[config.mk]
export PLATFORM = sky130hd
export DESIGN_NAME = mcu_interrupt_prioritizer
export DESIGN_NICKNAME = d
export VERILOG_FILES = /design/src/logic/irq_prio_pkg.sv /design/src/logic/mcu_interrupt_prioritizer.sv
export VERILOG_INCLUDE_DIRS = /design/src /design/src/logic
export SDC_FILE = /design/constraint.sdc
export NUM_CORES = 1
export LEC_CHECK = 0
export ABC_CLOCK_PERIOD_IN_PS = 2900
export BUFFER_PORTS_ARGS = -buffer_cell sky130_fd_sc_hd__clkbuf_2
export CAP_MARGIN = 20
export CORE_ASPECT_RATIO = 1.25
export CORE_MARGIN = 8
export CORE_UTILIZATION = 50
export DETAILED_ROUTE_END_ITERATION = 6
export PLACE_DENSITY = 0.93
export SLEW_MARGIN = 40
export SYNTH_ARGS = -nofsm -noshare
export SYNTH_HDL_FRONTEND = slang
export SYNTH_SLANG_ARGS = --single-unit
[constraint.sdc]
create_clock -name clk_sys -period 2.9 [get_ports clk_sys]
set_input_delay 0.145 -clock clk_sys [delete_from_list [all_inputs] [get_ports clk_sys]]
set_output_delay 0.145 -clock clk_sys [all_outputs]
set_load 0.005 [all_outputs]
[src/logic/irq_prio_defines.svh]
// constants for the interrupt prioritiser
`ifndef IRQ_PRIO_DEFINES_SVH
`define IRQ_PRIO_DEFINES_SVH
`define MISC_CONTROL_OFFSET   12'h00c
`define SOURCE_REG_OFFSET     12'h010
`define CAN_STATUS_OFFSET     12'h023
`define CAN_CONTROL_OFFSET    12'h020
// bus byte addresses: four times the register index
`define MISC_CONTROL_ADDR     12'h030
`define SOURCE_REG_ADDR       12'h040
`define CAN_STATUS_ADDR       12'h08c
`define CAN_CONTROL_ADDR      12'h080
`define MISC_BIT_EDGE_HIGH    6
`define MISC_BIT_EDGE_LOW     5
`define MISC_BIT_EXT_EN       4
`define MISC_RESET_VALUE      8'h10
`define WIRED_OR_EN_RESET     1'b0
`define CAN_CTRL_RESET        4'h0
`define VEC_RESET             14'h3ffe
`define VEC_TRAP              14'h3ffc
`define VEC_EXT               14'h3ffa
`define VEC_CAPTURE           14'h3ff8
`define VEC_COMPARE           14'h3ff6
`define VEC_OVERFLOW          14'h3ff4
`define VEC_SERIAL            14'h3ff2
`define VEC_CAN               14'h3ff0
`define NUM_SOURCES           8
`define NUM_WIRED_OR          9
`endif

[src/logic/irq_prio_pkg.sv]
// types for the interrupt prioritiser
package irq_prio_pkg;
   typedef enum logic [2:0] {
      SRC_RESET, SRC_TRAP, SRC_EXT, SRC_CAPTURE, SRC_COMPARE, SRC_OVERFLOW, SRC_SERIAL, SRC_CAN
   } src_t;
   typedef struct packed {
      logic       request;
      logic [2:0] index;
      logic [13:0] vector;
   } cpu_req_t;
   typedef struct packed {
      logic       capture;
      logic       compare;
      logic       overflow;
      logic       serial;
   } periph_req_t;
   typedef struct packed {
      logic received;
      logic transmitted;
      logic error;
      logic overrun;
      logic wakeup;
   } can_cause_t;
endpackage

[src/logic/mcu_interrupt_prioritizer.sv]
// interrupt prioritiser with apb control registers
//
// Design decision made here: the APB slave port.
`timescale 1ns/1ps
`include "irq_prio_defines.svh"
module mcu_interrupt_prioritizer
   import irq_prio_pkg::*;
#(
   parameter bit WIRED_OR_FITTED = 1'b1
) (
   input  wire logic                      clk_sys,
   input  wire logic                      nrst,
   input  wire logic                      psel,
   input  wire logic                      penable,
   input  wire logic                      pwrite,
   input  wire logic [11:0]               paddr,
   input  wire logic [31:0]               pwdata,
   output logic      [31:0]               prdata,
   output logic                           pready,
   output logic                           pslverr,
   input  wire logic                      irq_pin_n,
   input  wire logic [`NUM_WIRED_OR-1:0]  wired_or_request,
   input  wire logic                      mask_bit,
   input  wire logic                      instr_boundary,
   input  wire logic                      software_trap,
   input  wire logic                      reset_pending,
   input  wire logic                      service_ack,
   input  wire periph_req_t               periph_req,
   input  wire can_cause_t                can_cause,
   output cpu_req_t                       cpu_req,
   output logic                           stop_wake
);
   logic [7:0]  misc;
   logic [7:0]  next_misc;
   logic        wired_or_enable;
   logic        next_wired_or_enable;
   logic [3:0]  can_ctrl;
   logic [3:0]  next_can_ctrl;
   logic        ext_latch;
   logic        next_ext_latch;
   logic        trap_latched;
   logic        next_trap_latched;
   logic        held_pending;
   logic        next_held_pending;
   logic        combined_prev;
   logic        next_combined_prev;
   logic [7:0]  pend_snap;
   logic [7:0]  next_pend_snap;
   cpu_req_t    next_cpu_req;
   logic [31:0] next_prdata;

   logic        wr_en;
   logic        rd_en;
   logic        edge_select_high;
   logic        edge_select_low;
   logic        ext_request_enable;
   logic [`NUM_WIRED_OR-1:0] wo_active;
   logic        combined_external_request;
   logic        rise;
   logic        fall;
   logic        edge_hit;
   logic        level_hit;
   logic        opt_change;
   logic        ext_pending;
   logic        can_ctrl_request;
   logic [4:0]  can_irq_reg;
   logic [7:0]  pend;
   logic        ext_served;
   logic        trap_defer;

   function automatic logic [13:0] vec_of(input logic [2:0] idx);
      case (idx)
         3'h0:    vec_of = `VEC_RESET;
         3'h1:    vec_of = `VEC_TRAP;
         3'h2:    vec_of = `VEC_EXT;
         3'h3:    vec_of = `VEC_CAPTURE;
         3'h4:    vec_of = `VEC_COMPARE;
         3'h5:    vec_of = `VEC_OVERFLOW;
         3'h6:    vec_of = `VEC_SERIAL;
         default: vec_of = `VEC_CAN;
      endcase
   endfunction

   assign pready  = 1'b1;
   assign wr_en   = psel & penable & pwrite;
   assign rd_en   = psel & ~penable & ~pwrite;
   assign pslverr = psel & penable & ~((paddr == `MISC_CONTROL_ADDR) || (paddr == `SOURCE_REG_ADDR)
                    || (paddr == `CAN_STATUS_ADDR) || (paddr == `CAN_CONTROL_ADDR));

   assign edge_select_high   = misc[`MISC_BIT_EDGE_HIGH];
   assign edge_select_low    = misc[`MISC_BIT_EDGE_LOW];
   assign ext_request_enable = misc[`MISC_BIT_EXT_EN];

   // wired-or inputs gated by enable and option
   genvar g;
   generate
      for (g = 0; g < `NUM_WIRED_OR; g++) begin : g_wo
         assign wo_active[g] = wired_or_request[g] & wired_or_enable & WIRED_OR_FITTED;
      end
   endgenerate

   // or-ed before sensitivity; a high wired-or holds the or high, hiding other edges
   assign combined_external_request = (|wo_active) | ~irq_pin_n;
   assign rise = combined_external_request & ~combined_prev;
   assign fall = ~combined_external_request & combined_prev;

   // pin polarity is inverted in the or; pin falling edge is or rising edge
   always_comb begin
      edge_hit  = 1'b0;
      level_hit = 1'b0;
      case ({edge_select_high, edge_select_low})
         2'b00: begin
            edge_hit  = rise;
            level_hit = combined_external_request;
         end
         2'b01: edge_hit = rise;
         2'b10: edge_hit = fall;
         default: edge_hit = rise | fall;
      endcase
   end

   assign stop_wake = |wo_active;

   assign can_irq_reg      = {can_cause.wakeup, can_cause.overrun, can_cause.error,
                              can_cause.transmitted, can_cause.received};
   assign can_ctrl_request = can_cause.wakeup | (|(can_irq_reg[3:0] & can_ctrl));

   assign ext_pending = ext_request_enable & (ext_latch | level_hit);
   assign pend = {can_ctrl_request & ~mask_bit,
                  periph_req.serial & ~mask_bit,
                  periph_req.overflow & ~mask_bit,
                  periph_req.compare & ~mask_bit,
                  periph_req.capture & ~mask_bit,
                  ext_pending & ~mask_bit,
                  trap_latched,
                  reset_pending};

   assign ext_served = service_ack & cpu_req.request & (cpu_req.index == 3'(SRC_EXT));
   assign trap_defer = held_pending & (|(pend_snap[7:2] & pend[7:2]));

   // misc writes gated by mask bit
   always_comb begin
      next_misc            = misc;
      next_wired_or_enable = wired_or_enable;
      next_can_ctrl        = can_ctrl;
      opt_change           = 1'b0;
      if (wr_en && (paddr == `MISC_CONTROL_ADDR)) begin
         if (mask_bit) begin
            next_misc[`MISC_BIT_EDGE_HIGH] = pwdata[`MISC_BIT_EDGE_HIGH];
            next_misc[`MISC_BIT_EDGE_LOW]  = pwdata[`MISC_BIT_EDGE_LOW];
            next_misc[`MISC_BIT_EXT_EN]    = pwdata[`MISC_BIT_EXT_EN];
            opt_change = (pwdata[`MISC_BIT_EDGE_HIGH] != edge_select_high)
                         || (pwdata[`MISC_BIT_EDGE_LOW] != edge_select_low);
         end
      end else if (wr_en && (paddr == `SOURCE_REG_ADDR)) begin
         next_wired_or_enable = pwdata[0];
      end else if (wr_en && (paddr == `CAN_CONTROL_ADDR)) begin
         next_can_ctrl = pwdata[3:0];
      end
   end

   // external latch: edge set wins over service clear, option change discards
   always_comb begin
      next_ext_latch     = ext_latch;
      next_combined_prev = combined_external_request;
      if (opt_change) begin
         next_ext_latch = 1'b0;
      end else if (edge_hit) begin
         next_ext_latch = 1'b1;
      end else if (ext_served) begin
         next_ext_latch = 1'b0;
      end
   end

   // trap ordering and boundary arbitration
   always_comb begin
      next_trap_latched = trap_latched;
      next_held_pending = held_pending;
      next_pend_snap    = pend_snap;
      next_cpu_req      = cpu_req;
      if (instr_boundary) begin
         next_cpu_req.request = |pend;
         next_cpu_req.index   = 3'(SRC_CAN);
         for (int i = `NUM_SOURCES - 1; i >= 0; i--) begin
            // while deferred only reset and sources pending at the trap fetch compete
            if (pend[i] && (!trap_defer || i == 0 || (i > 1 && pend_snap[i]))) begin
               next_cpu_req.index = 3'(i);
            end
         end
         if (held_pending && !trap_defer) begin
            next_held_pending = 1'b0;
         end
         next_cpu_req.vector = vec_of(next_cpu_req.index);
      end
      if (service_ack && cpu_req.request) begin
         next_cpu_req.request = 1'b0;
         if (cpu_req.index == 3'(SRC_TRAP)) begin
            next_trap_latched = 1'b0;
            next_held_pending = 1'b0;
         end
         if (cpu_req.index != 3'(SRC_TRAP) && held_pending) begin
            next_pend_snap[cpu_req.index] = 1'b0;
         end
      end
      // a trap fetched in the cycle of an ack still sets the latch
      if (software_trap) begin
         next_trap_latched = 1'b1;
         next_held_pending = |pend[7:2];
         next_pend_snap    = pend;
      end
   end

   always_comb begin
      next_prdata = prdata;
      if (rd_en) begin
         if (paddr == `MISC_CONTROL_ADDR) begin
            next_prdata = {24'h0, 1'b0, edge_select_high, edge_select_low, ext_request_enable, 4'h0};
         end else if (paddr == `SOURCE_REG_ADDR) begin
            next_prdata = {16'h0, pend, 7'h0, wired_or_enable};
         end else if (paddr == `CAN_STATUS_ADDR) begin
            next_prdata = {27'h0, can_irq_reg};
         end else if (paddr == `CAN_CONTROL_ADDR) begin
            next_prdata = {28'h0, can_ctrl};
         end else begin
            next_prdata = 32'h0;
         end
      end
   end

   always_ff @(posedge clk_sys or negedge nrst) begin
      if (!nrst) begin
         misc            <= `MISC_RESET_VALUE;
         wired_or_enable <= `WIRED_OR_EN_RESET;
         can_ctrl        <= `CAN_CTRL_RESET;
         ext_latch       <= 1'b0;
         trap_latched    <= 1'b0;
         held_pending    <= 1'b0;
         combined_prev   <= 1'b0;
         pend_snap       <= 8'h00;
         cpu_req         <= '0;
         prdata          <= 32'h0;
      end else begin
         misc            <= next_misc;
         wired_or_enable <= next_wired_or_enable;
         can_ctrl        <= next_can_ctrl;
         ext_latch       <= next_ext_latch;
         trap_latched    <= next_trap_latched;
         held_pending    <= next_held_pending;
         combined_prev   <= next_combined_prev;
         pend_snap       <= next_pend_snap;
         cpu_req         <= next_cpu_req;
         prdata          <= next_prdata;
      end
   end

   property p_mask_write_blocked;
      @(posedge clk_sys) disable iff (!nrst)
      (wr_en && paddr == `MISC_CONTROL_ADDR && !mask_bit) |=> $stable(misc);
   endproperty
   a_mask_write_blocked: assert property (p_mask_write_blocked) else $error("misc changed while unmasked");

   property p_ext_en_write;
      @(posedge clk_sys) disable iff (!nrst)
      (wr_en && paddr == `MISC_CONTROL_ADDR && mask_bit) |=> (misc[`MISC_BIT_EXT_EN] == $past(pwdata[4]));
   endproperty
   a_ext_en_write: assert property (p_ext_en_write) else $error("ext enable write lost");

   property p_opt_discard;
      @(posedge clk_sys) disable iff (!nrst)
      opt_change |=> !ext_latch;
   endproperty
   a_opt_discard: assert property (p_opt_discard) else $error("pending kept after option change");

   property p_edge_latch;
      @(posedge clk_sys) disable iff (!nrst)
      (edge_hit && !opt_change) |=> ext_latch;
   endproperty
   a_edge_latch: assert property (p_edge_latch) else $error("edge not latched");

   property p_masked_only_high;
      @(posedge clk_sys) disable iff (!nrst)
      (instr_boundary && mask_bit && !reset_pending) |=> (!cpu_req.request || cpu_req.index == 3'(SRC_TRAP));
   endproperty
   a_masked_only_high: assert property (p_masked_only_high) else $error("maskable served while masked");

   property p_vector_match;
      @(posedge clk_sys) disable iff (!nrst)
      cpu_req.request |-> (cpu_req.vector == (`VEC_RESET - {10'h000, cpu_req.index, 1'b0}));
   endproperty
   a_vector_match: assert property (p_vector_match) else $error("vector does not match index");

   property p_reset_first;
      @(posedge clk_sys) disable iff (!nrst)
      (instr_boundary && reset_pending) |=> (cpu_req.request && cpu_req.index == 3'(SRC_RESET));
   endproperty
   a_reset_first: assert property (p_reset_first) else $error("reset not given priority");

   property p_boundary_only;
      @(posedge clk_sys) disable iff (!nrst)
      (!instr_boundary && !(service_ack && cpu_req.request)) |=> $stable(cpu_req);
   endproperty
   a_boundary_only: assert property (p_boundary_only) else $error("request changed mid instruction");

   property p_wake;
      @(posedge clk_sys) disable iff (!nrst)
      (wired_or_enable && WIRED_OR_FITTED && |wired_or_request) |-> stop_wake;
   endproperty
   a_wake: assert property (p_wake) else $error("wired-or did not wake");

   property p_trap_taken;
      @(posedge clk_sys) disable iff (!nrst)
      (instr_boundary && trap_latched && !reset_pending && !held_pending)
         |=> (cpu_req.request && cpu_req.index == 3'(SRC_TRAP));
   endproperty
   a_trap_taken: assert property (p_trap_taken) else $error("trap not taken");

   property p_trap_defer;
      @(posedge clk_sys) disable iff (!nrst)
      (instr_boundary && trap_defer && !reset_pending) |=> (cpu_req.index != 3'(SRC_TRAP));
   endproperty
   a_trap_defer: assert property (p_trap_defer) else $error("trap overtook older request");

   property p_ext_serve_clear;
      @(posedge clk_sys) disable iff (!nrst)
      (ext_served && !edge_hit && !opt_change) |=> !ext_latch;
   endproperty
   a_ext_serve_clear: assert property (p_ext_serve_clear) else $error("latch kept after service");

   property p_level_unlatched;
      @(posedge clk_sys) disable iff (!nrst)
      (!ext_latch && !edge_hit) |=> !ext_latch;
   endproperty
   a_level_unlatched: assert property (p_level_unlatched) else $error("latch set without edge");

   property p_ext_first;
      @(posedge clk_sys) disable iff (!nrst)
      (instr_boundary && pend[2] && !reset_pending && !trap_latched)
         |=> (cpu_req.request && cpu_req.index == 3'(SRC_EXT));
   endproperty
   a_ext_first: assert property (p_ext_first) else $error("external not served");

   property p_ack_drops;
      @(posedge clk_sys) disable iff (!nrst)
      (service_ack && cpu_req.request && !instr_boundary) |=> !cpu_req.request;
   endproperty
   a_ack_drops: assert property (p_ack_drops) else $error("request kept after ack");

   property p_request_up;
      @(posedge clk_sys) disable iff (!nrst)
      (instr_boundary && !service_ack && |pend) |=> cpu_req.request;
   endproperty
   a_request_up: assert property (p_request_up) else $error("pending source not requested");
endmodule

==> results.cfg, run 1 <==
[worst_setup_path]
required_ps = 3080
crit_path_top_delay_cell = a222oi_1
cp.arrival_ps = 2220
worstPathMaxFanout = 3
worstReg2RegStart = can_ctrl[0]
path_cells = a222oi_1 -> nand2_1 -> nand2b_1 -> or3b_1 -> nor3_1 -> nor2_1
r2r_slack_ps = 870
crit-reg2reg-capture = cpu_req[17]
crit_start = can_ctrl[0]
endpoint = cpu_req[17]
max_stage_delay_ps = 480
cp-start-kind = flop
path_depth = 6
end_kind = flop
crit_buf_inv = 0
worstSetupPathType = reg2reg
r2r_cells = 6
cpLargestDelayFamily = simple AND/OR/NAND/NOR gates

[timing]
period_needed_ps = 2033
fin_skew_ps = 2.874
period_share_pct = 70.10
holdWs_ps = 89.30
relSlewSlack_pct = 59.93
setup_viol = 0
hold_viol = 0
tightest_slew_ps = 599.7
max_freq_mhz = 491.9
fin_setup_tns_ps = 0
drv_slew = 0
rsz0062_at_grt = no

[place]
dp.final_hpwl_um = 5205
post_dp_cell_area_mm2 = 0.002810
portBuffers = 81
gp_congestion = 0.8612

[synthesis]
yosys_most_used_dff = dfrtp_1
yosysSeqAreaShare_pct = 41.13
synth_seq_cells = 41
syn_inst = 275
avgSynthCellArea_um2 = 9.081
ys_warn_count = 0
synth_cell_types = 53
ys_async_sr_fraction_pct = 100.0
synth_edf_count = 0
synth_area_mm2 = 0.002497

[finish]
antenna-diode-count = 0
final_cell_area_mm2 = 0.002903
nFillCells = 427
nets = 421
drive_above_1_share_pct = 31.12
multiInputGateArea_mm2 = 0.001259
seqCellArea_mm2 = 0.001027
area_growth_pct = 16.23

[clocking]
cts_tree = built
clock_sinks = 41
h-tree-depth = 2
post_cts_buffers = 0
cts-root-buf = clkbuf_8
cts_buffer_depth = 2
insertion_delay_ps = 290
clk_pin_slew_ps = 80
cts_buffers = 5

[global_route]
grt_pass1_vias = 2274
grt_start_max_net_pins = 42
globalRouteOverflowTotal = 0
grt_pass1_wl_um = 10380
antenna_found_initial = 0
grt_usage_pct = 17.05

[pwr]
p_int_mw = 0.8344
combPwrFrac_pct = 16.3
clkPwrFrac_pct = 31.0
p_sw_share_pct = 28.35
power.density_mw_per_mm2 = 401.2
max-vdd-ir-drop_uv = 292.8
p_sw_mw = 0.3301
pwr-share-seq_pct = 52.7
leakagePower_nw = 1.384

[drt]
wl_per_cell_um = 15.95
routed_wl_um = 6492
antenna_left = 0
drc = 0
drt_iter0_drc = 131
vias = 2293
via_per_inst = 5.634
drt_pre_antenna_iters = 5

[die]
dieArea_mm2 = 0.007526
rows = 28
num_io_pins = 126
die_h_um = 95.02
die_x_um = 79.21
start_util_pct = 52.42
coreArea_mm2 = 0.004765

[worst_hold_path]
min_from = irq_pin_n
hold_class = in2reg
min_path_cells = 2

[job]
drv_cap = 0

[status]
status = finished clean
==> worst min path at each step <==
stage	end	slack, ps
finish	combined_prev	90
global placement	combined_prev	350
detailed placement	combined_prev	190
floorplan	can_ctrl[0]	-150
global route	misc[4]	100
CTS	combined_prev	90
==> worst register-to-register path, cell delays in order (launching register included) <==
cell      delay [ps]
dfrtp_1          400
a222oi_1         480
nand2_1          170
nand2b_1         190
or3b_1           410
nor3_1           190
nor2_1            70
==> synth_stat cells (3+ instances only) <==
cell      count  area share (%)
nand2_1      42             6.3
dfrtp_1      40              40
buf_4        28             8.4
o21ai_0      22             4.4
nor2_1       15             2.3
o31ai_1      10             3.0
inv_1         8             1.2
mux2_2        8             3.6
a21oi_1       7             1.4
a22oi_1       7             2.1
clkbuf_1      7             1.1
nand2b_1      6             1.5
nand3_1       4            0.80
o21a_1        4             1.2
a211oi_1      3            0.90
a21o_1        3            0.90
mux2i_1       3             1.2
nand4_1       3            0.75
nor2b_1       3            0.75
nor4_1        3            0.75
o211ai_1      3            0.90
o41ai_1       3             1.1
==> layer usage <==
metal / vias up / GRT usage, % / wire length (µm)
li1: 1085 / - / -
met1: 1092 / 19.40 / 2573
met2: 102 / 30.40 / 3281
met3: 14 / 4.896 / 554
met4: 0 / 4.489 / 82
met5: - / 0 / 0
==> power by group through the flow <==
stage	Sequential, mW	Combinational (mW)	Clock, mW
after floorplan	0.620	0.119	0
after global placement	0.623	0.179	0
after detailed placement	0.624	0.185	0
after CTS	0.613	0.188	0.362
after global routing	0.616	0.211	0.392
final	0.614	0.189	0.361
==> area by class of cell <==
type                            count  share of cell area, %
Timing Repair Buffer               83                  14.66
Clock inverter                      2                 0.3448
Inverter                            9                  1.164
Tap cell                           60                  2.586
Clock buffer                        6                  2.500
Multi-Input combinational cell    206                  43.36
Sequential cell                    41                  35.39
==> logic make-up (layout without fill, tap and decap cells) <==
group | Yosys count | in the layout | share of synthesized area [%]
and+or+nand+nor | 98 | 98 | 20.74
AOI/OAI and AO/OA | 74 | 74 | 20.29
buffers and inverters | 45 | 100 | 11.02
DFF | 41 | 41 | 41.13
muxes | 11 | 11 | 4.810
adders and majority gates | 2 | 2 | 1.002
other | 2 | 19 | 0.3007
xor gates and xnor gates | 2 | 2 | 0.7015
==> sequential cells by signal, indices dropped and copies added (netlist names) <==
signal           cells
can_ctrl             4
combined_prev        1
cpu_req              8
prdata              15
trap_latched         1
held_pending         1
pend_snap            6
wired_or_enable      1
ext_latch            1
misc                 3
==> repair_timing <==
item	in CTS	in global routing
gates resized for setup	0	0
hold buffers	1	0
hold endpoints to repair	40	0
==> cells in the final DEF (no fill, tap or decap), types with 4 or more instances in the layout <==
cell type  Yosys  layout
o21ai_0       22      22
dfrtp_1       40      40
a22oi_1        7       7
mux2_2         8       8
clkbuf_8       0       5
a21oi_1        7       7
clkbuf_2       0      80
inv_1          8       8
nand2_1       42      42
o21a_1         4       4
conb_1         2      19
o31ai_1       10      10
nand2b_1       6       6
nor2_1        15      15
nand3_1        4       4
==> stage by stage <==
stage	utilization, %	power, mW	setup slack [ps]	instances
finish	60.92	1.164	867.2	407
detailed placement	58.98	0.8099	900.1	398
floorplan	-	0.7388	1160	292
CTS	60.92	1.163	880.5	407
global route	60.92	1.218	739.1	407
global placement	58.93	0.8018	939.1	398
No activity file was read; power rests on OpenSTA's default activity.
==> inputs of run 2 (changes only) <==
- ABC_AREA: not set -> 1
- ABC_CLOCK_PERIOD_IN_PS: 2900 -> 2100
- CORE_UTILIZATION: 50 -> 46
- PLACE_DENSITY: 0.93 -> 0.87
- clock period: 2.9 -> 2.1 ns (I/O delays scaled with it)
==> results.cfg, run 2 <==
[status]
status = finished clean

[synthesis]
yosysSeqAreaShare_pct = 41.51
synth_edf_count = 0
synth_seq_cells = 41
yosysTopAreaCellShare_pct = 40.44
avgSynthCellArea_um2 = 7.932
ys_warn_count = 0
synthTopCellsByCount = nand2_1 (74), dfrtp_1 (40), inv_1 (37), buf_4 (28)
synth_area_leaders = dfrtp_1 (40%), nand2_1 (11%), buf_4 (8.5%), inv_1 (5.6%), o21ai_0 (3.0%)
syn_inst = 312
synth_area_mm2 = 0.002475
yosys_most_used_dff = dfrtp_1
synth_cell_types = 43
yosysMostFrequentCell = nand2_1
synth_area_leader_cell = dfrtp_1
ys_async_sr_fraction_pct = 100.0

[timing]
period_needed_ps = 2007
drv_slew = 0
relSlewSlack_pct = 57.73
period_share_pct = 95.58
tightest_slew_ps = 634.1
fin_skew_ps = 7.273
setup_slack_ps = 92.76
holdWs_ps = 19.41
hold_viol = 0
setup_viol = 0
max_freq_mhz = 498.2

[drt]
antenna_left = 0
drc = 0
wl_per_cell_um = 13.53
via_per_inst = 4.928
vias = 2267
routed_wl_um = 6224
drt_iter0_drc = 75
drt_pre_antenna_iters = 4

[die]
die_x_um = 81.61
dieArea_mm2 = 0.007998
rows = 30
coreArea_mm2 = 0.005330
die_h_um = 98.01
num_io_pins = 126
start_util_pct = 46.43

[worst_setup_path]
worstSetupPathType = reg2reg
crit_start = wired_or_enable
worstReg2RegStart = wired_or_enable
required_ps = 2290
worstPathMaxFanout = 5
cp.arrival_ps = 2190
cp-start-kind = flop
end_kind = flop

[clocking]
clock_sinks = 41
clk_pin_slew_ps = 80
cts_tree = built
cts_buffers = 5
cts_buffer_depth = 2
h-tree-depth = 2
cts-root-buf = clkbuf_8
insertion_delay_ps = 290

[global_route]
grt_pass1_vias = 2311
grt_pass1_wl_um = 10110
globalRouteOverflowTotal = 0
antenna_found_initial = 0
grt_usage_pct = 15.52
grt_start_max_net_pins = 27

[place]
portBuffers = 81
post-place-ws_ps = 89.56
dp.final_hpwl_um = 5037
post_dp_cell_area_mm2 = 0.002821
placed_cells = 446
gp_congestion = 0.8662

[finish]
mostFrequentLayoutCell = clkbuf_2
area_growth_pct = 22.14
regMostFlops = prdata
final_cell_area_mm2 = 0.003023
antenna-diode-count = 0
top_regs = prdata (15), cpu_req (8), pend_snap (6)
instances_no_fill = 460
drive_above_1_share_pct = 33.59
final_cell_mix = clkbuf_2 (81), nand2_1 (70), dfrtp_1 (39)
fin_util_pct = 56.71
nets = 470
largest_reg_flops = 15

[pwr]
leakagePower_nw = 1.632
max-vdd-ir-drop_uv = 320.8
power.density_mw_per_mm2 = 598.1

[worst_hold_path]
min_from = pwdata[1]
hold_class = in2reg

[job]
drv_cap = 0
## run 2: repair_timing
action,CTS,global route
endpoints found under the hold margin,23,0
setup buffers,0,5
hold buffers,1,0
gates resized for setup,0,9
endpoints found under the setup margin,0,4
## run 2: per-layer routing
metal | up-vias | share of wire, % | global-route usage (%)
li1 | 1125 | - | -
met1 | 1050 | 40 | 17.78
met2 | 80 | 49 | 26.83
met3 | 12 | 8.6 | 4.044
met4 | 0 | 1.9 | 5.014
met5 | - | 0 | 0
## run 2: cells by family after synthesis
logic type | share of synthesized area [%]
simple gates | 25.88
flops | 41.51
buf+inv | 16.23
other cells | 0.3034
compound gates | 12.89
xor+xnor | 0.3540
fa+ha+maj | 1.011
mux | 1.820
## run 2: where the power goes
part | switching [mW] | internal (mW) | total [mW]
logic | 0.180 | 0.117 | 0.297
clock network | 0.263 | 0.387 | 0.651
registers | 0.0317 | 0.829 | 0.861
total | 0.475 | 1.33 | 1.81
## run 2: layout make-up
cell class,instances,area [µm²]
flip-flops and latches,41,1028
repair buffers,91,499.2
inverters,45,168.9
well taps,64,80.08
fillers,486,2307
clock inverters,1,30.03
multi-input cells,211,1130
clock buffers,7,86.33
## run 2: worst paths after layout
check                      depth (start not counted)              end  slack [ps]
min                                                2      can_ctrl[1]          20
min reg2reg                                        2        prdata[2]         480
max in group asynchronous                          3  wired_or_enable        1140
max reg2reg                                       15       cpu_req[2]          90
max                                               15       cpu_req[2]          90
min in group asynchronous                          2       prdata[14]         360
## run 2: critical path, stage by stage, from the launching register on
cell,delay (ps)
dfrtp_2,440
buf_12,140
nand2_1,60
nand2_1,90
nor2_4,150
nand4_4,100
nand2_2,90
nand2_2,60
nand3_2,80
nand2_4,70
nand2_4,80
o21bai_2,90
nand2_2,80
a21oi_1,40
or2_1,230
o21a_1,110
## run 2: per-stage QoR
step	setup TNS, ps	total power, mW
finish	0	1.808
global route	-111.3	1.906
floorplan	0	1.056
CTS	0	1.812
global placement	0	1.155
detailed placement	0	1.160
